===== config.mk =====
export PLATFORM = sky130hd
export DESIGN_NAME = hsq_top
export DESIGN_NICKNAME = d
export VERILOG_FILES = /design/src/rtl/hsq_pkg.sv /design/src/rtl/hsq_input_cond.sv /design/src/rtl/hsq_timer.sv /design/src/rtl/hsq_top.sv
export SDC_FILE = /design/constraint.sdc
export NUM_CORES = 1
export LEC_CHECK = 0
export ABC_AREA = 0
export BUFFER_PORTS_ARGS = -buffer_cell sky130_fd_sc_hd__buf_2
export CAP_MARGIN = 20
export CORE_MARGIN = 2
export CORE_UTILIZATION = 35
export DETAILED_ROUTE_END_ITERATION = 8
export PLACE_DENSITY = 0.5
export SETUP_SLACK_MARGIN = 0.4
export SLEW_MARGIN = 20
export SYNTH_ARGS = -nofsm -noshare
export SYNTH_HDL_FRONTEND = slang
export SYNTH_SLANG_ARGS = --single-unit

===== constraint.sdc =====
create_clock -name clk -period 3 [get_ports clk]
set_input_delay 0.9 -clock clk [delete_from_list [all_inputs] [get_ports clk]]
set_output_delay 0.9 -clock clk [all_outputs]
set_load 0.01 [all_outputs]

===== src/rtl/hsq_pkg.sv =====
// Purpose: constants, types and plan table of the homing sequencer
// Assumes: 25 MHz clock, methods 1 to 12 only
// Notes:   the plan table is shared by start and limit reversal
// Function
// m1 neg limit active: positive low, index
// m2 positive fast, reverse slow, index
// m2 pos limit active: positive low, index
// m3 positive fast or slow, index
// m4 switch level picks slow or fast
// m5 negative fast or positive low, index
// m6 positive low or fast, index
// m7 positive fast, reverse slow, index
// m7 after limit: slow on rise
// m7 switch active: negative low, index
// m8 fast, negative low, positive low
// m8 after limit: same slow pattern
// m8 switch active: negative then positive
// m9 positive fast then positive low
// m9 after limit: positive then negative
// m9 switch active: positive then negative
// m10 positive fast then positive low
// m10 after limit: positive low, index
// m11 negative fast, negative low, index
// m11 negative limit reverses fast search
// m12 negative fast, positive, negative low
// positive limit reverses initial fast search
// host raises start, holds, clears to end
// attained flag reports success at completion
// error flag on timeout or deviation
// timeout raises homing timeout alarm
// method and levels sampled at start
// inputs synchronised, debounced, edge detected
package hsq_pkg;

  // -------------------------------------------------------------------
  // timing
  // -------------------------------------------------------------------
  localparam int CLK_PERIOD_NS = 40;
  localparam int MS_TIME_NS    = 1_000_000;
  localparam int MS_CYCLES     = MS_TIME_NS / CLK_PERIOD_NS;
  localparam int SW_DEB_NS     = 1_000;
  localparam int SW_DEB_CYC    = (SW_DEB_NS + CLK_PERIOD_NS - 1)
                                 / CLK_PERIOD_NS;
  localparam int IDX_DEB_NS    = 80;
  localparam int IDX_DEB_CYC   = (IDX_DEB_NS + CLK_PERIOD_NS - 1)
                                 / CLK_PERIOD_NS;
  localparam int METHOD_FIRST  = 1;
  localparam int METHOD_LAST   = 12;
  localparam int LIMIT_AWARE   = 7;

  // -------------------------------------------------------------------
  // types
  // -------------------------------------------------------------------
  typedef enum logic [1:0] {
    SIG_NLIM = 2'h0,
    SIG_PLIM = 2'h1,
    SIG_HOME = 2'h2
  } hsq_sig_t;

  typedef struct packed {
    logic dir_pos;   // 1 = positive travel
    logic fast;      // 1 = high search speed
    logic on_rise;   // step ends on rising edge, else falling
  } hsq_step_t;

  typedef struct packed {
    hsq_sig_t        sig;
    logic [1:0]      nsteps;
    logic            lim_aware;
    hsq_step_t [2:0] step;
  } hsq_plan_t;

  typedef struct packed {
    logic active;
    logic dir_pos;
    logic fast;
  } hsq_motion_t;

  typedef struct packed {
    logic attained;       // status bit 12
    logic error;          // status bit 13
    logic reached;        // target reached
    logic timeout_alarm;
  } hsq_status_t;

  localparam hsq_step_t PH = '{1'b1, 1'b1, 1'b1};
  localparam hsq_step_t NH = '{1'b0, 1'b1, 1'b1};
  localparam hsq_step_t PL = '{1'b1, 1'b0, 1'b1};
  localparam hsq_step_t NL = '{1'b0, 1'b0, 1'b1};

  function automatic hsq_step_t sf(hsq_step_t s, logic rise);
    sf         = s;
    sf.on_rise = rise;
  endfunction

  function automatic hsq_plan_t mk(hsq_sig_t g, logic [1:0] n,
                                   hsq_step_t a, hsq_step_t b,
                                   hsq_step_t c);
    mk = '{g, n, 1'b0, {c, b, a}};
  endfunction

  // act: switch level at start; lim: fast search already hit a limit
  function automatic hsq_plan_t hsq_plan(logic [3:0] m, logic act,
                                         logic lim);
    hsq_plan_t p;
    p = mk(SIG_HOME, 2'h0, PL, PL, PL);
    case (m)
      4'h1: p = act ? mk(SIG_NLIM, 2'h1, sf(PL,1'b0), PL, PL)
                    : mk(SIG_NLIM, 2'h2, NH, sf(PL,1'b0), PL);
      4'h2: p = act ? mk(SIG_PLIM, 2'h1, sf(PL,1'b0), PL, PL)
                    : mk(SIG_PLIM, 2'h2, PH, sf(NL,1'b0), PL);
      4'h3: p = act ? mk(SIG_HOME, 2'h1, sf(PL,1'b0), PL, PL)
                    : mk(SIG_HOME, 2'h2, PH, sf(NL,1'b0), PL);
      4'h4: p = act ? mk(SIG_HOME, 2'h2, sf(NH,1'b0), NL, PL)
                    : mk(SIG_HOME, 2'h1, PL, PL, PL);
      4'h5: p = act ? mk(SIG_HOME, 2'h1, sf(PL,1'b0), PL, PL)
                    : mk(SIG_HOME, 2'h2, NH, sf(PL,1'b0), PL);
      4'h6: p = act ? mk(SIG_HOME, 2'h2, sf(PH,1'b0), NL, PL)
                    : mk(SIG_HOME, 2'h1, PL, PL, PL);
      4'h7: p = act ? mk(SIG_HOME, 2'h1, sf(NL,1'b0), PL, PL)
                    : mk(SIG_HOME, 2'h2, PH, sf(NL,1'b0), PL);
      4'h8: p = act ? mk(SIG_HOME, 2'h2, sf(NL,1'b0), PL, PL)
                    : mk(SIG_HOME, 2'h3, PH, sf(NL,1'b0), PL);
      4'h9: p = act ? mk(SIG_HOME, 2'h2, sf(PL,1'b0), NL, PL)
                    : mk(SIG_HOME, 2'h3, PH, sf(PL,1'b0),
                         lim ? NL : PL);
      4'hA: p = act ? mk(SIG_HOME, 2'h1, sf(PL,1'b0), PL, PL)
                    : mk(SIG_HOME, 2'h2, PH, sf(PL,1'b0), PL);
      4'hB: p = act ? mk(SIG_HOME, 2'h1, sf(PL,1'b0), PL, PL)
                    : mk(SIG_HOME, 2'h2, NH, sf(NL,1'b0), PL);
      4'hC: p = act ? mk(SIG_HOME, 2'h2, sf(PL,1'b0), NL, PL)
                    : mk(SIG_HOME, 2'h3, NH, sf(PL,1'b0), NL);
      default: p = mk(SIG_HOME, 2'h0, PL, PL, PL);
    endcase
    p.lim_aware = (m >= 4'(LIMIT_AWARE)) && !act;
    if (lim)
      p.step[0].dir_pos = !p.step[0].dir_pos;
    return p;
  endfunction

endpackage


===== src/rtl/hsq_input_cond.sv =====
// Purpose: synchronise, debounce and edge-detect one switch input
// Assumes: DEB_CYC below 256
// Notes:   edges are one-cycle pulses in the same cycle as the level moves
module hsq_input_cond
  import hsq_pkg::*;
#(
  parameter int DEB_CYC = 2
) (
  input  wire logic clk,    // system clock
  input  wire logic reset,  // synchronous reset, high
  input  wire logic raw,    // raw pin level
  output logic      level,  // debounced level
  output logic      rise,   // rising edge pulse
  output logic      fall    // falling edge pulse
);
  logic       s1_q;
  logic       s2_q;
  logic [7:0] cnt_q;

  always_ff @(posedge clk) begin
    s1_q <= reset ? 1'b0 : raw;
    s2_q <= reset ? 1'b0 : s1_q;
  end

  // a change must persist for DEB_CYC cycles before it is accepted
  always_ff @(posedge clk) begin
    rise <= 1'b0;
    fall <= 1'b0;
    if (reset) begin
      level <= 1'b0;
      cnt_q <= 8'h00;
    end else if (s2_q == level) begin
      cnt_q <= 8'h00;
    end else if (cnt_q >= 8'(DEB_CYC - 1)) begin
      level <= s2_q;
      cnt_q <= 8'h00;
      rise  <= s2_q;
      fall  <= !s2_q;
    end else begin
      cnt_q <= cnt_q + 8'h01;
    end
  end

  chk_edge_single: assert property (@(posedge clk) disable iff (reset)
    (rise || fall) |=> !(rise || fall) && $stable(level))
    else $error("edge pulse lasted more than one cycle");

endmodule // hsq_input_cond


===== src/rtl/hsq_timer.sv =====
// Purpose: homing duration watchdog in milliseconds
// Assumes: a limit of zero disables the watchdog
// Notes:   millisecond tick comes from a cycle divider
module hsq_timer
  import hsq_pkg::*;
#(
  parameter int MS_CYC = MS_CYCLES
) (
  input  wire logic        clk,       // system clock
  input  wire logic        reset,     // synchronous reset, high
  input  wire logic        run,       // homing in progress
  input  wire logic [15:0] limit_ms,  // duration limit, ms
  output logic             expired    // limit reached, level
);
  logic [24:0] div_q;
  logic [15:0] ms_q;
  logic        tick;

  assign tick = (div_q == 25'(MS_CYC - 1));

  always_ff @(posedge clk) begin
    if (reset || !run || tick)
      div_q <= 25'h0000000;
    else
      div_q <= div_q + 25'h0000001;
  end

  always_ff @(posedge clk) begin
    if (reset || !run)
      ms_q <= 16'h0000;
    else if (tick && ms_q != 16'hFFFF)
      ms_q <= ms_q + 16'h0001;
  end

  always_ff @(posedge clk) begin
    if (reset || !run)
      expired <= 1'b0;
    else if (limit_ms != 16'h0000 && ms_q >= limit_ms)
      expired <= 1'b1;
  end

endmodule // hsq_timer


===== src/rtl/hsq_top.sv =====
// Purpose: homing sequencer for methods 1 to 12
// Assumes: host holds start high for the whole sequence
// Notes:   motion outputs follow the state one cycle later
module hsq_top
  import hsq_pkg::*;
#(
  parameter int MS_CYC = MS_CYCLES
) (
  input  wire logic        clk,                   // 25 MHz clock
  input  wire logic        reset,                 // sync reset, high
  input  wire logic        homing_start,          // control bit 4
  input  wire logic [15:0] homing_method_select,  // method number
  input  wire logic        negative_limit_input,  // negative limit
  input  wire logic        positive_limit_input,  // positive limit
  input  wire logic        home_switch_input,     // home switch
  input  wire logic        index_pulse_input,     // motor index
  input  wire logic        deviation_excess,      // deviation fault
  input  wire logic [15:0] homing_time_limit_ms,  // duration limit
  output hsq_motion_t      motion,                // speed command
  output hsq_status_t      status,                // status flags
  output logic             homing_timeout_alarm   // timeout alarm
);

  // -------------------------------------------------------------------
  // state
  // -------------------------------------------------------------------
  typedef enum logic [4:0] {
    ST_IDLE   = 5'b00001,
    ST_SEARCH = 5'b00010,
    ST_INDEX  = 5'b00100,
    ST_DONE   = 5'b01000,
    ST_FAIL   = 5'b10000
  } hsq_state_t;

  hsq_state_t  state_q;
  hsq_plan_t   plan_q;
  logic [1:0]  step_q;
  logic [3:0]  method_q;
  logic        init_act_q;
  logic        lim_done_q;
  logic        start_q;
  logic        err_q;
  logic        tmo_q;

  logic [2:0]  lvl;
  logic [2:0]  rise;
  logic [2:0]  fall;
  logic        idx_lvl;
  logic        idx_rise;
  logic        idx_fall;
  logic        expired;

  // -------------------------------------------------------------------
  // input conditioning
  // -------------------------------------------------------------------
  hsq_input_cond #(.DEB_CYC(SW_DEB_CYC)) u_nlim (
    .clk   (clk),
    .reset (reset),
    .raw   (negative_limit_input),
    .level (lvl[SIG_NLIM]),
    .rise  (rise[SIG_NLIM]),
    .fall  (fall[SIG_NLIM])
  );

  hsq_input_cond #(.DEB_CYC(SW_DEB_CYC)) u_plim (
    .clk   (clk),
    .reset (reset),
    .raw   (positive_limit_input),
    .level (lvl[SIG_PLIM]),
    .rise  (rise[SIG_PLIM]),
    .fall  (fall[SIG_PLIM])
  );

  hsq_input_cond #(.DEB_CYC(SW_DEB_CYC)) u_home (
    .clk   (clk),
    .reset (reset),
    .raw   (home_switch_input),
    .level (lvl[SIG_HOME]),
    .rise  (rise[SIG_HOME]),
    .fall  (fall[SIG_HOME])
  );

  // index pulses are short, so the filter is only a few cycles
  hsq_input_cond #(.DEB_CYC(IDX_DEB_CYC)) u_index (
    .clk   (clk),
    .reset (reset),
    .raw   (index_pulse_input),
    .level (idx_lvl),
    .rise  (idx_rise),
    .fall  (idx_fall)
  );

  hsq_timer #(.MS_CYC(MS_CYC)) u_timer (
    .clk      (clk),
    .reset    (reset),
    .run      (state_q == ST_SEARCH || state_q == ST_INDEX),
    .limit_ms (homing_time_limit_ms),
    .expired  (expired)
  );

  // -------------------------------------------------------------------
  // decode
  // -------------------------------------------------------------------
  logic       start_rise;
  logic       method_ok;
  logic [3:0] method_in;
  logic       act_in;
  hsq_step_t  cur;
  logic       step_edge;
  logic       last_step;
  logic       lim_hit;
  logic       fault;
  logic       running;

  assign start_rise = homing_start && !start_q;
  assign method_ok  = $signed(homing_method_select) >= METHOD_FIRST
                   && $signed(homing_method_select) <= METHOD_LAST;
  assign method_in  = homing_method_select[3:0];
  assign act_in     = (method_in == 4'h1) ? lvl[SIG_NLIM]
                    : (method_in == 4'h2) ? lvl[SIG_PLIM]
                    : lvl[SIG_HOME];
  assign cur        = plan_q.step[step_q];
  assign step_edge  = cur.on_rise ? rise[plan_q.sig] : fall[plan_q.sig];
  assign last_step  = (step_q == plan_q.nsteps - 2'h1);
  // a limit in the direction of the first fast search turns it round
  assign lim_hit    = (state_q == ST_SEARCH) && step_q == 2'h0
                   && plan_q.lim_aware && !lim_done_q
                   && (cur.dir_pos ? rise[SIG_PLIM] : rise[SIG_NLIM]);
  assign fault      = expired || deviation_excess;
  assign running    = (state_q == ST_SEARCH || state_q == ST_INDEX);

  always_ff @(posedge clk) begin
    start_q <= reset ? 1'b0 : homing_start;
  end

  // -------------------------------------------------------------------
  // sequence state
  // -------------------------------------------------------------------
  always_ff @(posedge clk) begin
    if (reset) begin
      state_q <= ST_IDLE;
    end else begin
      case (state_q)
        ST_IDLE: begin
          if (start_rise)
            state_q <= method_ok ? ST_SEARCH : ST_FAIL;
        end
        ST_SEARCH: begin
          if (!homing_start)
            state_q <= ST_IDLE;
          else if (fault)
            state_q <= ST_FAIL;
          else if (step_edge && last_step && !lim_hit)
            state_q <= ST_INDEX;
        end
        ST_INDEX: begin
          if (!homing_start)
            state_q <= ST_IDLE;
          else if (fault)
            state_q <= ST_FAIL;
          else if (idx_rise)
            state_q <= ST_DONE;
        end
        ST_DONE, ST_FAIL: begin
          if (!homing_start)
            state_q <= ST_IDLE;
        end
        default: state_q <= ST_IDLE;
      endcase
    end
  end

  // -------------------------------------------------------------------
  // plan and step tracking
  // -------------------------------------------------------------------
  always_ff @(posedge clk) begin
    if (reset) begin
      method_q   <= 4'h0;
      init_act_q <= 1'b0;
      plan_q     <= hsq_plan(4'h0, 1'b0, 1'b0);
    end else if (state_q == ST_IDLE && start_rise) begin
      method_q   <= method_in;
      init_act_q <= act_in;
      plan_q     <= hsq_plan(method_in, act_in, 1'b0);
    end else if (lim_hit) begin
      plan_q <= hsq_plan(method_q, init_act_q, 1'b1);
    end
  end

  always_ff @(posedge clk) begin
    if (reset || state_q == ST_IDLE) begin
      step_q     <= 2'h0;
      lim_done_q <= 1'b0;
    end else if (lim_hit) begin
      lim_done_q <= 1'b1;
    end else if (state_q == ST_SEARCH && step_edge && !last_step) begin
      step_q <= step_q + 2'h1;
    end
  end

  // -------------------------------------------------------------------
  // fault flags
  // -------------------------------------------------------------------
  always_ff @(posedge clk) begin
    if (reset || start_rise) begin
      err_q <= 1'b0;
      tmo_q <= 1'b0;
    end else if ((state_q == ST_SEARCH || state_q == ST_INDEX)
                 && homing_start && fault) begin
      err_q <= 1'b1;
      tmo_q <= expired;
    end
  end

  // -------------------------------------------------------------------
  // outputs
  // -------------------------------------------------------------------
  always_ff @(posedge clk) begin
    if (reset) begin
      motion <= '0;
    end else begin
      motion.active  <= running;
      // direction reads low while stopped so idle outputs are all zero
      motion.dir_pos <= running && cur.dir_pos;
      // the index search always runs at the slow speed
      motion.fast    <= (state_q == ST_SEARCH) && cur.fast;
    end
  end

  always_ff @(posedge clk) begin
    if (reset) begin
      status               <= '0;
      homing_timeout_alarm <= 1'b0;
    end else begin
      status.attained      <= (state_q == ST_DONE);
      status.reached       <= (state_q == ST_DONE || state_q == ST_FAIL);
      status.error         <= err_q;
      status.timeout_alarm <= tmo_q;
      homing_timeout_alarm <= tmo_q;
    end
  end

  // -------------------------------------------------------------------
  // checks
  // -------------------------------------------------------------------
  chk_start_search: assert property (@(posedge clk) disable iff (reset)
    state_q == ST_IDLE && start_rise && method_ok
    |=> state_q == ST_SEARCH ##1 motion.active)
    else $error("valid start did not begin the search");

  chk_method_held: assert property (@(posedge clk) disable iff (reset)
    state_q != ST_IDLE && !start_rise |=> $stable(method_q))
    else $error("method changed during homing");

  chk_limit_turn: assert property (@(posedge clk) disable iff (reset)
    lim_hit && !fault && homing_start
    |=> ##1 motion.fast && motion.dir_pos != $past(motion.dir_pos))
    else $error("limit did not reverse the fast search");

  chk_last_edge: assert property (@(posedge clk) disable iff (reset)
    state_q == ST_SEARCH && homing_start && !fault && step_edge
    && last_step && !lim_hit
    |=> state_q == ST_INDEX ##1 !motion.fast)
    else $error("final edge did not enter index wait");

  chk_index_stop: assert property (@(posedge clk) disable iff (reset)
    state_q == ST_INDEX && homing_start && !fault && idx_rise
    |=> ##1 !motion.active && status.attained && !status.error)
    else $error("index pulse did not stop homing");

  chk_fault_error: assert property (@(posedge clk) disable iff (reset)
    state_q == ST_SEARCH && homing_start && deviation_excess
    |=> ##1 status.error && !status.attained)
    else $error("deviation did not flag homing error");

  chk_timeout_flag: assert property (@(posedge clk) disable iff (reset)
    running && homing_start && expired
    |=> ##1 homing_timeout_alarm && status.timeout_alarm)
    else $error("timeout did not raise the alarm");

  chk_clear_idle: assert property (@(posedge clk) disable iff (reset)
    state_q != ST_IDLE && !homing_start
    |=> state_q == ST_IDLE ##1 !motion.active)
    else $error("clearing start did not end homing");

  chk_attain_valid: assert property (@(posedge clk) disable iff (reset)
    status.attained |-> status.reached && !status.error)
    else $error("attained shown without target reached");

endmodule // hsq_top


## After elaboration in Yosys (flattened, before gate mapping)

Index checks and enable logic that the tools add are counted.

| operators by class | value |
|---|---|
| $add $sub $neg | 8 |
| magnitude comparators | 11 |
| equal/unequal tests | 40 |
| multiplexer cells | 51 |
| bitwise logic cells | 9 |
| reductions and logical operators | 55 |

Operators by type and width:

| operator | number |
|---|---|
| 14-bit case mux with 12 select lines | 2 |
| 12-bit two-way mux | 18 |
| 14-bit two-way mux | 5 |
| 11-bit two-way mux | 6 |
| 5-bit two-way mux | 9 |
| 4-bit == test (second input constant) | 10 |
| 8-bit by 1-bit adder with 8-bit output (second input constant) | 4 |
| 4-bit by 3-bit == test with 1-bit output (second input constant) | 8 |
| 25-bit by 1-bit adder with 25-bit output (second input constant) | 1 |
| 25-bit by 15-bit == test with 1-bit output (second input constant) | 1 |
| 8-bit by 5-bit greater-or-equal comparator with 1-bit output (second input constant) | 3 |
| 3-bit OR reduction | 8 |
| 5-bit case mux with 4 select lines | 1 |
| 1-bit logical AND | 19 |
| 16-bit by 1-bit adder with 16-bit output (second input constant) | 1 |
| 4-bit by 2-bit == test with 1-bit output (second input constant) | 4 |
| 16-bit greater-or-equal comparator | 1 |
| 16-bit by 2-bit greater-or-equal comparator with 1-bit output (second input constant) | 1 |
| 16-bit by 5-bit <= comparator with 1-bit output (second input constant) | 1 |
| 16-bit != test (second input constant) | 1 |
| 16-bit nonzero test | 1 |
| 1-bit zero test | 11 |
| 2-bit AND reduction | 5 |
| 1-bit inverter | 9 |
| 24 further kinds | 44 |

| word-level totals | value |
|---|---|
| register bits | 130 |
| input port bits | 40 |
| logic and storage cells | 227 |

## Longest topological paths before layout

Gate-level depths: netlist of the first run.

| depth | value |
|---|---|
| word-level depth | 11 |
| mapped depth | 9 |
| gate-level depth less buffers | 8 |

## Modules after synthesis

Synthesis of the first run repeated with hierarchy kept, for this count alone.

| second synthesis, totals | value |
|---|---|
| cells, all modules | 781 |
| area total of the unflattened synthesis | 6,657.6 um^2 |

Modules (own cells, without submodules):

| module | instances | cells an instance | area each (um^2) | sequential area each (um^2) |
|---|---|---|---|---|
| hsq_top | 1 | 337 | 2,516.2 | 680.7 |
| hsq_timer | 1 | 293 | 2,357.3 | 840.8 |
| hsq_input_cond (u_home ...) | 3 | 38 | 442.9 | 260.2 |
| hsq_input_cond (u_index) | 1 | 37 | 455.4 | 260.2 |

## Worst setup path after synthesis of the first run

No wires, ideal clock.

| path | value |
|---|---|
| kind | input to register |
| from | input port homing_method_select[2] |
| to | register plan_q[5] (netlist bit) |
| library setup time | 120 ps |
| arrival time | 2,272 ps |
| data required time | 2,880 ps |
| path slack | 608 ps |
| stages | 7 |
| buffers on the path | 1 |
| path through | clkbuf_1 nor2_1 a21o_1 nor2_1 o221ai_1 and3_1 a211o_1 |

| between the ends | value |
|---|---|
| word-level cells in the longest chain between the ends | 6 |

RTL lines:

| item | line | RTL |
|---|---|---|
| start: declaration | hsq_top.sv:12 | `input wire logic [15:0] homing_method_select,` |
| 4-bit by 2-bit == test with 1-bit output | hsq_pkg.sv:107, hsq_top.sv:120 |  |
| 1-bit two-way mux | hsq_top.sv:120 | `: (method_in == 4'h2) ? lvl[SIG_PLIM]` |
| 1-bit two-way mux | hsq_top.sv:119 | `assign act_in = (method_in == 4'h1) ? lvl[SIG_NLIM]` |
| 11-bit two-way mux (tied with other cells) | hsq_pkg.sv:131 | `4'hC: p = act ? mk(SIG_HOME, 2'h2, sf(PL,1'b0), NL, PL)` |
| 14-bit case mux with 12 select lines (*) | hsq_pkg.sv:107 | `case (m)` |
| 14-bit two-way mux (*) | hsq_top.sv:181 | `end else if (state_q == ST_IDLE && start_rise) begin` |
| end signal: assignment | hsq_top.sv:180 | `plan_q <= hsq_plan(4'h0, 1'b0, 1'b0);` |
| end signal: assignment | hsq_top.sv:184 | `plan_q <= hsq_plan(method_in, act_in, 1'b0);` |
| end signal: assignment | hsq_top.sv:186 | `plan_q <= hsq_plan(method_q, init_act_q, 1'b1);` |
| end: declaration | hsq_top.sv:36 | `hsq_plan_t plan_q;` |

Every way passes the cells marked *; elsewhere a longest branch is shown, timed or not.
A chain may end at the register's enable or synchronous reset.

## Worst setup path in the final report of the first run

| path | value |
|---|---|
| from | register step_q[1] |
| to | register plan_q[5] (netlist bit) |

| between the ends | value |
|---|---|
| word-level cells in the longest chain between the ends | 6 |

RTL lines:

| item | line | RTL |
|---|---|---|
| start: declaration | hsq_top.sv:37 | `logic [1:0] step_q;` |
| start signal: assignment | hsq_top.sv:197 | `step_q <= step_q + 2'h1;` |
| branches (longest 4 deep; another with 3-bit binary-select mux with 2-bit select) | -- |  |
| 1-bit logical AND (*) | hsq_top.sv:128 | `&& (cur.dir_pos ? rise[SIG_PLIM] : rise[SIG_NLIM]);` |
| 2-bit nonzero test (no line) (*) | -- |  |

Mark *: on every way between the ends. The select of a mux whose other input is x is not followed.

==> impl_metrics.csv, run 1 <==
group,metric,value,unit
synth,yosys.cell_count.top_type,"sky130_fd_sc_hd__dfxtp_1",
route,vias_post_dr,5358,
timing,max-slew-margin-rel,0.574,
critical_path,setup.worst_path.class,"flip-flop to flip-flop",
synth,synth-edff-count,0,
final_layout,antenna_cells,0,
run_status,outcome,"complete, no violations",
min_path,worst_hold_path_type,"flip-flop to flip-flop",
timing,tightestPinTransition,629,ps
placed_design,post-place-cells,1018,
floorplanning,placementRows,49,
power,power_density,577,nW/um^2
clocking,tritoncts_clock_tree,"done",
synth,synth_top_cells_by_count,"sky130_fd_sc_hd__dfxtp_1 (127), sky130_fd_sc_hd__nor2_1 (101), sky130_fd_sc_hd__nand2_1 (58)",
clocking,ctsHtreeMaxLevel,4,
synth,synth_warnings,0,
synth,async_reset_ff_frac,0,
synth,synth.largest_area_cell,"sky130_fd_sc_hd__dfxtp_1",
route,detail_route.wl_per_cell,13.7,um
global_route,grt_usage,0.155,
timing,timing.hold.ws,440,ps
floorplanning,die_width,138,um
floorplanning,io_pins,48,
clocking,post_cts_hold_buffer_count,0,
route,detail_route.vias_per_cell,5.10,
final_layout,areaGrowthSynthToFinish,17.8,%
placed_design,placed_area,6850,sq um
floorplanning,dieArea,19200,sq um
global_route,number_of_antenna_violations_at_the_first_check_in_global_routing,0,
clocking,cts_post_setup_buffers_inserted,0,
timing,timing.clock.skew,5.64,ps
clocking,clkSinkCount,127,
final_layout,post_route_cells_drive_above_1_share,0.122,
route,route.antenna.remaining_nets,0,
power,vdd_ir_drop_max,0.000376,V
critical_path,timing.critical_path.fanout_max,11,
synth,ranking_of_synthesized_cells_by_area,"sky130_fd_sc_hd__dfxtp_1 (40%), sky130_fd_sc_hd__nor2_1 (6.0%), sky130_fd_sc_hd__ha_1 (5.5%), sky130_fd_sc_hd__xor2_1 (3.7%), sky130_fd_sc_hd__nand2_1 (3.4%)",
power,power.total,4.30,mW
clocking,numCtsBuffers,17,
critical_path,ff2ff_setup_slack,650,ps
placed_design,hpwlAfterDp,10.5,mm
synth,synth.top_cell.area_share,0.402,
global_route,grt_first_pass_wirelength,24.7,mm
route,dr_pass1_iterations,5,
timing,timing.final.crit_period,2350,ps
timing,timing.fmax,425,MHz
route,first_iter_violations,334,
timing,setup-tns-final,0,ps
critical_path,worstSetupEndpointType,"flip-flop",
flow_run,max_cap_violations,0,
floorplanning,floorplan.initialDensity,0.355,
critical_path,critical_path_arrival,2660,ps
clocking,cts.clk_slew.worst_paths,60,ps
placed_design,place.port_buffers,47,
clocking,ctsResizeCount,0,
floorplanning,die_height,138,um
synth,ys_ff_latch,127,
power,leakagePower,2.88,nW
clocking,max-clock-path-buffers,2,
global_route,grt.overflow.total,0,
synth,synth-seq-area-share,0.402,
clocking,clockRootBuffer,"sky130_fd_sc_hd__clkbuf_16",
global_route,grt_start_max_net_pins,55,
placed_design,gp_congestion,0.840,
synth,synthesis.area_per_instance,8.38,sq um
critical_path,worstSetupStartpointType,"flip-flop",
timing,final_min_period_over_clock_period,0.784,
synth,yosys.cell_types.count,66,
clocking,clock_latency_at_the_later_pin_of_the_worst_skew_pair,420,ps
timing,setup-violations-final,0,
final_layout,final.fill_count,1762,
synth,synth_ff_type,"sky130_fd_sc_hd__dfxtp_1",
timing,timing.final.max_slew_violations,0,
timing,grt_setup_unrepaired,"false",
placed_design,dp_slack,390,ps
floorplanning,area_of_the_placeable_core,17800,sq um
synth,netlist_area,6330,sq um
final_layout,layoutNonFillerInstCount,1050,
global_route,vias_in_the_first_global_route,5267,
synth,netlist_instances,755,
final_layout,post-route-util,0.418,
route,finalWirelength,14.4,mm
route,remaining_drcs,0,
critical_path,worst_ep_required_time,3300,ps
timing,timing_hold_violations_final,0,
final_layout,finish.instance_area,7450,sq um
timing,final_ws_setup,647,ps
final_layout,final_net_count,876,
[report_power, final]
group / total (mW) / internal [mW] / switching, mW
combinational: 0.408 / 0.176 / 0.233
clock: 2.08 / 1.33 / 0.752
sequential: 1.81 / 1.74 / 0.0694
[layer usage]
layer | routed length, um | global-route usage
met5 | 0 | 0
met4 | 199 | 0.0623
met3 | 489 | 0.0364
met2 | 6760 | 0.251
met1 | 6920 | 0.201
[area by class of cell]
class,count,area [sq um],share of cell area
Multi-Input combinational cell,566,3540,0.476
Tap cell,229,287,0.0384
Clock buffer,19,443,0.0594
Timing Repair Buffer,58,330,0.0443
Sequential cell,127,2540,0.341
Inverter,38,143,0.0191
Clock inverter,13,164,0.0220
[state kept, by name, indices dropped and copies added, names as in the netlist, 4 cells and up]
register,flops
u_plim.cnt_q,8
u_index.cnt_q,8
plan_q,11
state_q,5
method_q,4
u_nlim.cnt_q,8
u_timer.div_q,25
u_timer.ms_q,16
u_home.cnt_q,8
[final timing paths]
| path | endpoint | cells after the start | startpoint |
|---|---|---|---|
| min reg2reg | u_index.s2_q | 1 | u_index.s1_q |
| max reg2reg | plan_q[5] | 7 | step_q[1] |
| min | u_index.s2_q | 1 | u_index.s1_q |
| max | plan_q[5] | 7 | step_q[1] |
[cell families (layout without fill, tap and decap cells)]
logic type | Yosys count | after routing | synth area share
AND/OR/NAND/NOR | 332 | 332 | 0.269
other | 1 | 14 | 0.000592
AO/OA/AOI/OAI | 129 | 129 | 0.137
adder cells (fa/ha/maj) | 28 | 28 | 0.0553
flip-flops | 127 | 127 | 0.402
XOR/XNOR | 50 | 50 | 0.0692
buffers and inverters | 75 | 128 | 0.0461
multiplexers | 13 | 13 | 0.0208
[worst max-delay path, stage by stage, from the launching register on]
cell and delay (ps):
sky130_fd_sc_hd__dfxtp_1 500, sky130_fd_sc_hd__mux2i_1 310, sky130_fd_sc_hd__mux2i_1 330, sky130_fd_sc_hd__a211oi_4 150, sky130_fd_sc_hd__buf_4 200, sky130_fd_sc_hd__or2_2 330, sky130_fd_sc_hd__and3_1 160, sky130_fd_sc_hd__a211o_1 250
[placed cells by master (no fill, tap or decap), types with 5 or more instances in the layout]
master / netlist / layout
sky130_fd_sc_hd__nor2b_1: 27 / 27
sky130_fd_sc_hd__nor4_1: 14 / 14
sky130_fd_sc_hd__xnor2_1: 23 / 23
sky130_fd_sc_hd__nor3_1: 14 / 14
sky130_fd_sc_hd__nor2_1: 101 / 101
sky130_fd_sc_hd__conb_1: 1 / 14
sky130_fd_sc_hd__nand4_1: 15 / 15
sky130_fd_sc_hd__and3_1: 15 / 15
sky130_fd_sc_hd__ha_1: 28 / 28
sky130_fd_sc_hd__a21oi_1: 34 / 34
sky130_fd_sc_hd__a31oi_1: 6 / 6
sky130_fd_sc_hd__nand3_1: 33 / 33
sky130_fd_sc_hd__buf_2: 5 / 47
sky130_fd_sc_hd__dfxtp_1: 127 / 127
sky130_fd_sc_hd__nand2b_1: 12 / 12
sky130_fd_sc_hd__o211ai_1: 11 / 11
sky130_fd_sc_hd__inv_1: 37 / 37
sky130_fd_sc_hd__nand2_1: 58 / 58
sky130_fd_sc_hd__clkbuf_16: 0 / 17
sky130_fd_sc_hd__o21ai_0: 25 / 25
sky130_fd_sc_hd__o21a_1: 5 / 5
sky130_fd_sc_hd__a211oi_1: 7 / 7
sky130_fd_sc_hd__or3_1: 5 / 5
sky130_fd_sc_hd__nand3b_1: 5 / 5
sky130_fd_sc_hd__nor4b_1: 11 / 11
sky130_fd_sc_hd__xor2_1: 27 / 27
sky130_fd_sc_hd__mux2i_1: 12 / 12
sky130_fd_sc_hd__buf_4: 1 / 10
No activity file was read; power rests on OpenSTA's default activity.
==> run 2: changes to the inputs <==
--- a/config.mk
+++ b/config.mk
@@ -11,7 +11,7 @@
 export CORE_MARGIN = 2
 export CORE_UTILIZATION = 35
 export DETAILED_ROUTE_END_ITERATION = 8
-export PLACE_DENSITY = 0.5
+export PLACE_DENSITY = 0.52
 export SETUP_SLACK_MARGIN = 0.4
 export SLEW_MARGIN = 20
 export SYNTH_ARGS = -nofsm -noshare
==> constraint.sdc (replaced) <==
create_clock -name clk -period 2 [get_ports clk]
set_input_delay 0.6 -clock clk [delete_from_list [all_inputs] [get_ports clk]]
set_output_delay 0.6 -clock clk [all_outputs]
set_load 0.01 [all_outputs]
==> impl_metrics.csv, run 2 (same netlist as run 1, synthesis figures left out) <==
group,metric,value,unit
clocking,clkSinkCount,127,
timing,timing_hold_violations_final,0,
timing,timing.final.max_slew_violations,0,
timing,timing.final.crit_period,1970,ps
final_layout,flip_flop_count_of_the_largest_register_all_copies_and_words_added,25,
critical_path,path_delay_family,"compound AO/OA/AOI/OAI gates",
final_layout,final.fill_count,1646,
floorplanning,io_pins,48,
route,first_iter_violations,244,
placed_design,post-place-cells,1071,
global_route,grt_usage,0.168,
final_layout,most_common_cell_after_layout_fill_and_taps_aside,"sky130_fd_sc_hd__dfxtp_1",
flow_run,max_cap_violations,0,
timing,timing.clock.skew,8.66,ps
placed_design,place.port_buffers,47,
clocking,numCtsBuffers,17,
placed_design,gp_congestion,0.835,
clocking,tritoncts_clock_tree,"done",
global_route,grt_first_pass_wirelength,26.7,mm
critical_path,worstSetupStartpointType,"flip-flop",
critical_path,worstSetupEndpointType,"flip-flop",
floorplanning,die_height,138,um
power,vdd_ir_drop_max,0.000776,V
final_layout,max_flop_register,"u_timer.div_q",
critical_path,crit_path_frequent_cell,"sky130_fd_sc_hd__buf_6",
global_route,number_of_antenna_violations_at_the_first_check_in_global_routing,1,
route,remaining_drcs,0,
power,leakagePower,3.42,nW
clocking,max-clock-path-buffers,2,
timing,grt_setup_unrepaired,"true",
timing,timing.fmax,507,MHz
floorplanning,placementRows,49,
power,clkPwrFrac,0.460,
power,power.total,6.75,mW
run_status,outcome,"complete, no violations",
critical_path,worst_ep_required_time,2300,ps
route,detail_route.wl_per_cell,14.2,um
route,dr_pass1_iterations,4,
final_layout,layout_common_cells,"sky130_fd_sc_hd__dfxtp_1 (111), sky130_fd_sc_hd__buf_4 (77), sky130_fd_sc_hd__nor2_1 (76), sky130_fd_sc_hd__nand2_1 (53), sky130_fd_sc_hd__buf_2 (44)",
power,power_density,760,nW/um^2
critical_path,critical_path_arrival,2270,ps
route,detail_route.vias_per_cell,5.08,
min_path,worst_hold_path_type,"input port to flip-flop",
critical_path,path_buf_inv,5,
final_layout,final_net_count,962,
critical_path,setup.worst_path.class,"flip-flop to flip-flop",
floorplanning,floorplan.initialDensity,0.355,
power,cell_internal_pwr,5.04,mW
placed_design,hpwlAfterDp,11.0,mm
clocking,post_cts_hold_buffer_count,0,
route,vias_post_dr,5770,
critical_path,path_cells,"buf_6 > buf_12 > nand3b_1 > o211a_1 > a211oi_4 > buf_6 > buf_6 > buf_6 > o21ai_2 > a31oi_1 > nor2_1",
timing,final_min_period_over_clock_period,0.987,
final_layout,top_regs,"u_timer.div_q (25), u_timer.ms_q (16), plan_q (11)",
floorplanning,area_of_the_placeable_core,17800,sq um
clocking,clockRootBuffer,"sky130_fd_sc_hd__clkbuf_16",
final_layout,layoutNonFillerInstCount,1135,
global_route,vias_in_the_first_global_route,5694,
critical_path,slowest_delay,360,ps
floorplanning,dieArea,19200,sq um
critical_path,timing.critical_path.fanout_max,7,
final_layout,post-route-util,0.498,
floorplanning,die_width,138,um
clocking,ctsHtreeMaxLevel,4,
clocking,clock_latency_at_the_later_pin_of_the_worst_skew_pair,410,ps
timing,setup-violations-final,0,
critical_path,cpMaxStageDelayCell,"sky130_fd_sc_hd__dfxtp_4",
power,power.combinational.fraction,0.139,
route,finalWirelength,16.1,mm
global_route,grt.overflow.total,0,
clocking,cts.clk_slew.worst_paths,50,ps
final_layout,areaGrowthSynthToFinish,40.4,%
final_layout,post_route_cells_drive_above_1_share,0.343,
power,power.net_switching,1.71,mW
final_layout,antenna_cells,0,
route,route.antenna.remaining_nets,0,
power,seq_power_share,0.400,
global_route,grt_start_max_net_pins,22,
timing,final_ws_setup,26.9,ps
placed_design,dp_slack,-145,ps
power,share_of_total_power_consumed_by_net_switching,0.254,
[run 2: cell count changes in the layout (fill, tap and decap cells not counted), sizes merged]
cell | before | now
buf | 58 | 141
clkinv | 8 | 4
inv | 38 | 41
nand2b | 12 | 15
[run 2: power groups by stage]
stage	clock, mW	sequential [mW]	combinational (mW)
2_1_floorplan	0	2.73	0.512
3_3_place_gp	0	2.76	0.750
3_5_place_dp	0	2.76	0.757
4_1_cts	3.17	2.70	0.800
5_1_grt	3.30	2.72	1.03
6_report	3.11	2.70	0.940
[run 2: per-layer routing]
| layer | global-route usage | share of wire | vias up |
|---|---|---|---|
| met4 | 0.0650 | 0.016 | 2 |
| met3 | 0.0346 | 0.031 | 24 |
| met1 | 0.210 | 0.46 | 2718 |
| li1 | - | - | 2926 |
| met2 | 0.285 | 0.49 | 100 |
| met5 | 0 | 0.00081 | - |
[run 2: stage by stage]
step                      hold WS [ps]  TNS [ps]  area, sq um
after global routing               381     -1360         8880
final                              397         0         8880
after floorplan                    414         0         6710
after global placement             426      -205         7450
after detailed placement           432      -376         7450
after CTS                          377         0         8540
[run 2: layout make-up]
type                       count  area, sq um  area share
clock buffer                  19          433      0.0487
inverter                      38          151      0.0170
sequential                   127         2580       0.290
timing repair buffer         141         1050       0.118
clock inverter                12          159      0.0179
multi-input combinational    569         4230       0.476
tap                          229          287      0.0322
[run 2: path summary, 6_finish.rpt]
path,start,end,slack [ps],depth (start not counted)
min,negative_limit_input,u_nlim.s1_q,400,2
min reg2reg,u_nlim.s1_q,u_nlim.s2_q,440,1
max,step_q[1],plan_q[9],30,11
max reg2reg,step_q[1],plan_q[9],30,11
[run 2: repair_timing]
action                                  in CTS  in global routing
pin swaps                                   39                 31
resized for setup                           79                 69
buffers inserted                            19                 11
gates cloned                                 3                  0
endpoints found under the setup margin      63                 66
==> run 3: changes to the inputs <==
--- a/config.mk
+++ b/config.mk
@@ -16,4 +16,5 @@
 export SLEW_MARGIN = 20
 export SYNTH_ARGS = -nofsm -noshare
 export SYNTH_HDL_FRONTEND = slang
+export SYNTH_HIERARCHICAL = 1
 export SYNTH_SLANG_ARGS = --single-unit
==> impl_metrics.csv, run 3 <==
group,metric,value,unit
final_layout,layoutNonFillerInstCount,1175,
critical_path,worstSetupEndpointType,"flip-flop",
global_route,grt_start_max_net_pins,34,
run_status,outcome,"finished with violations",
power,power_density,727,nW/um^2
timing,grt_setup_unrepaired,"true",
clocking,tritoncts_clock_tree,"done",
route,route.antenna.remaining_nets,0,
floorplanning,placementRows,50,
synth,synthesis.area_per_instance,8.51,sq um
global_route,number_of_antenna_violations_at_the_first_check_in_global_routing,0,
min_path,worst_hold_path_type,"input port to flip-flop",
route,remaining_drcs,0,
floorplanning,die_height,142,um
critical_path,cpMaxStageDelayCell,"sky130_fd_sc_hd__or4_4",
timing,timing.final.crit_period,2220,ps
critical_path,worst_ep_required_time,2340,ps
synth,netlist_instances,779,
timing,timing.final.max_slew_violations,0,
final_layout,top_regs,"u_timer/div_q (25), u_timer/ms_q (16), plan_q (11)",
clocking,clkSinkCount,127,
timing,setup-tns-final,-2160,ps
final_layout,max_flop_register,"u_timer/div_q",
route,dr_pass1_iterations,5,
synth,netlist_area,6630,sq um
placed_design,place.port_buffers,47,
clocking,cts.clk_slew.worst_paths,60,ps
final_layout,most_common_cell_after_layout_fill_and_taps_aside,"sky130_fd_sc_hd__dfxtp_1",
final_layout,post_route_cells_drive_above_1_share,0.316,
timing,final_ws_setup,-218,ps
placed_design,gp_congestion,0.796,
final_layout,final_net_count,997,
route,vias_post_dr,5995,
synth,synth_warnings,6,
global_route,grt_first_pass_wirelength,27.6,mm
final_layout,layout_common_cells,"sky130_fd_sc_hd__dfxtp_1 (115), sky130_fd_sc_hd__buf_4 (86), sky130_fd_sc_hd__nor2_1 (56), sky130_fd_sc_hd__buf_2 (47), sky130_fd_sc_hd__a21oi_1 (43)",
timing,timing.clock.skew,8.30,ps
clocking,clockRootBuffer,"sky130_fd_sc_hd__clkbuf_16",
clocking,clock_latency_at_the_later_pin_of_the_worst_skew_pair,410,ps
placed_design,hpwlAfterDp,11.4,mm
run_status,failed_checks,"setup timing",
route,first_iter_violations,247,
floorplanning,io_pins,48,
critical_path,setup.worst_path.class,"flip-flop to flip-flop",
clocking,ctsHtreeMaxLevel,4,
route,finalWirelength,16.4,mm
route,detail_route.wl_per_cell,13.9,um
global_route,grt_usage,0.170,
flow_run,max_cap_violations,0,
floorplanning,floorplan.initialDensity,0.356,
floorplanning,dieArea,20100,sq um
clocking,post_cts_hold_buffer_count,0,
timing,timing_hold_violations_final,0,
floorplanning,area_of_the_placeable_core,18600,sq um
min_path,hold_path_depth,2,
critical_path,timing.critical_path.fanout_max,10,
power,leakagePower,3.57,nW
route,detail_route.vias_per_cell,5.10,
timing,final_min_period_over_clock_period,1.11,
critical_path,worstSetupStartpointType,"flip-flop",
clocking,numCtsBuffers,17,
clocking,max-clock-path-buffers,2,
placed_design,post-place-cells,1113,
final_layout,antenna_cells,0,
critical_path,path_cells,"or4_4 > or3_4 > a211o_4 > buf_12 > or3_1 > a21oi_1",
critical_path,critical_path_arrival,2550,ps
critical_path,worstRegToRegCells,6,
final_layout,flip_flop_count_of_the_largest_register_all_copies_and_words_added,25,
power,power.total,6.72,mW
timing,timing.fmax,451,MHz
floorplanning,die_width,142,um
timing,setup-violations-final,14,
global_route,grt.overflow.total,0,
final_layout,areaGrowthSynthToFinish,39.3,%
critical_path,slowest_delay,520,ps
power,vdd_ir_drop_max,0.000731,V
global_route,vias_in_the_first_global_route,5697,
run 3: changes by cell type in the layout (fill, tap and decap cells not counted), sizes merged, moves of 6 or more:
cell and delta:
and3 -6, nand2 -16, clkbuf +6, nor2 -23, xnor2 -7, or3 +10
o21ai +6, and2 +6, o211ai -6, a21oi +13, buf +21
run 3: timing repair:
| action | 4_1_cts | 5_1_grt |
|---|---|---|
| cloned | 4 | 0 |
| pin swaps | 44 | 27 |
| endpoints found under the hold margin | 0 | 0 |
| endpoints found under the setup margin | 60 | 63 |
| gates resized for setup | 70 | 56 |
| setup buffers | 19 | 8 |
run 3: metal layers:
layer	vias up	routed length (um)	global-route usage
met5	-	0	0
met4	0	183	0.0553
met3	14	433	0.0348
met2	69	8240	0.288
met1	2835	7530	0.217
li1	3077	-	-
run 3: final cells by class:
type	count	area [sq um]
inverters	43	164
well taps	234	293
multi-input cells	578	4330
clock inverters	6	82.6
repair buffers	162	1320
clock buffers	25	485
fillers	1781	9410
flip-flops and latches	127	2560
run 3: critical path: cells and delay by family (launching register included):
family | cells | cell delay (ps)
AO/OA/AOI/OAI | 2 | 480
buffers and inverters | 1 | 150
AND/OR/NAND/NOR | 3 | 1190
flip-flops | 1 | 320
run 3: stage by stage:
step	utilization	hold WS, ps	instance area, sq um	setup WS, ps
6_report	0.495	407	9230	-218
5_1_grt	0.495	397	9230	-276
4_1_cts	0.479	398	8920	-221
3_5_place_dp	0.421	454	7850	-333
3_3_place_gp	0.421	445	7850	-301
2_1_floorplan	-	414	6920	-65.1
run 3: path summary, 6_finish.rpt:
path / startpoint / end / slack [ps]
worst min register to register: u_plim/cnt_q[0] / u_plim/cnt_q[0] / 460
worst min-delay path: negative_limit_input / u_nlim/s1_q / 410
worst max-delay path: u_timer/div_q[11] / u_timer/ms_q[12] / -220
worst max register to register: u_timer/div_q[11] / u_timer/ms_q[12] / -220
run 3: power breakdown:
part	leakage [nW]	internal (mW)	switching, mW
sequential	1.04	2.62	0.0873
combinational	2.25	0.510	0.523
clock	0.277	1.92	1.05
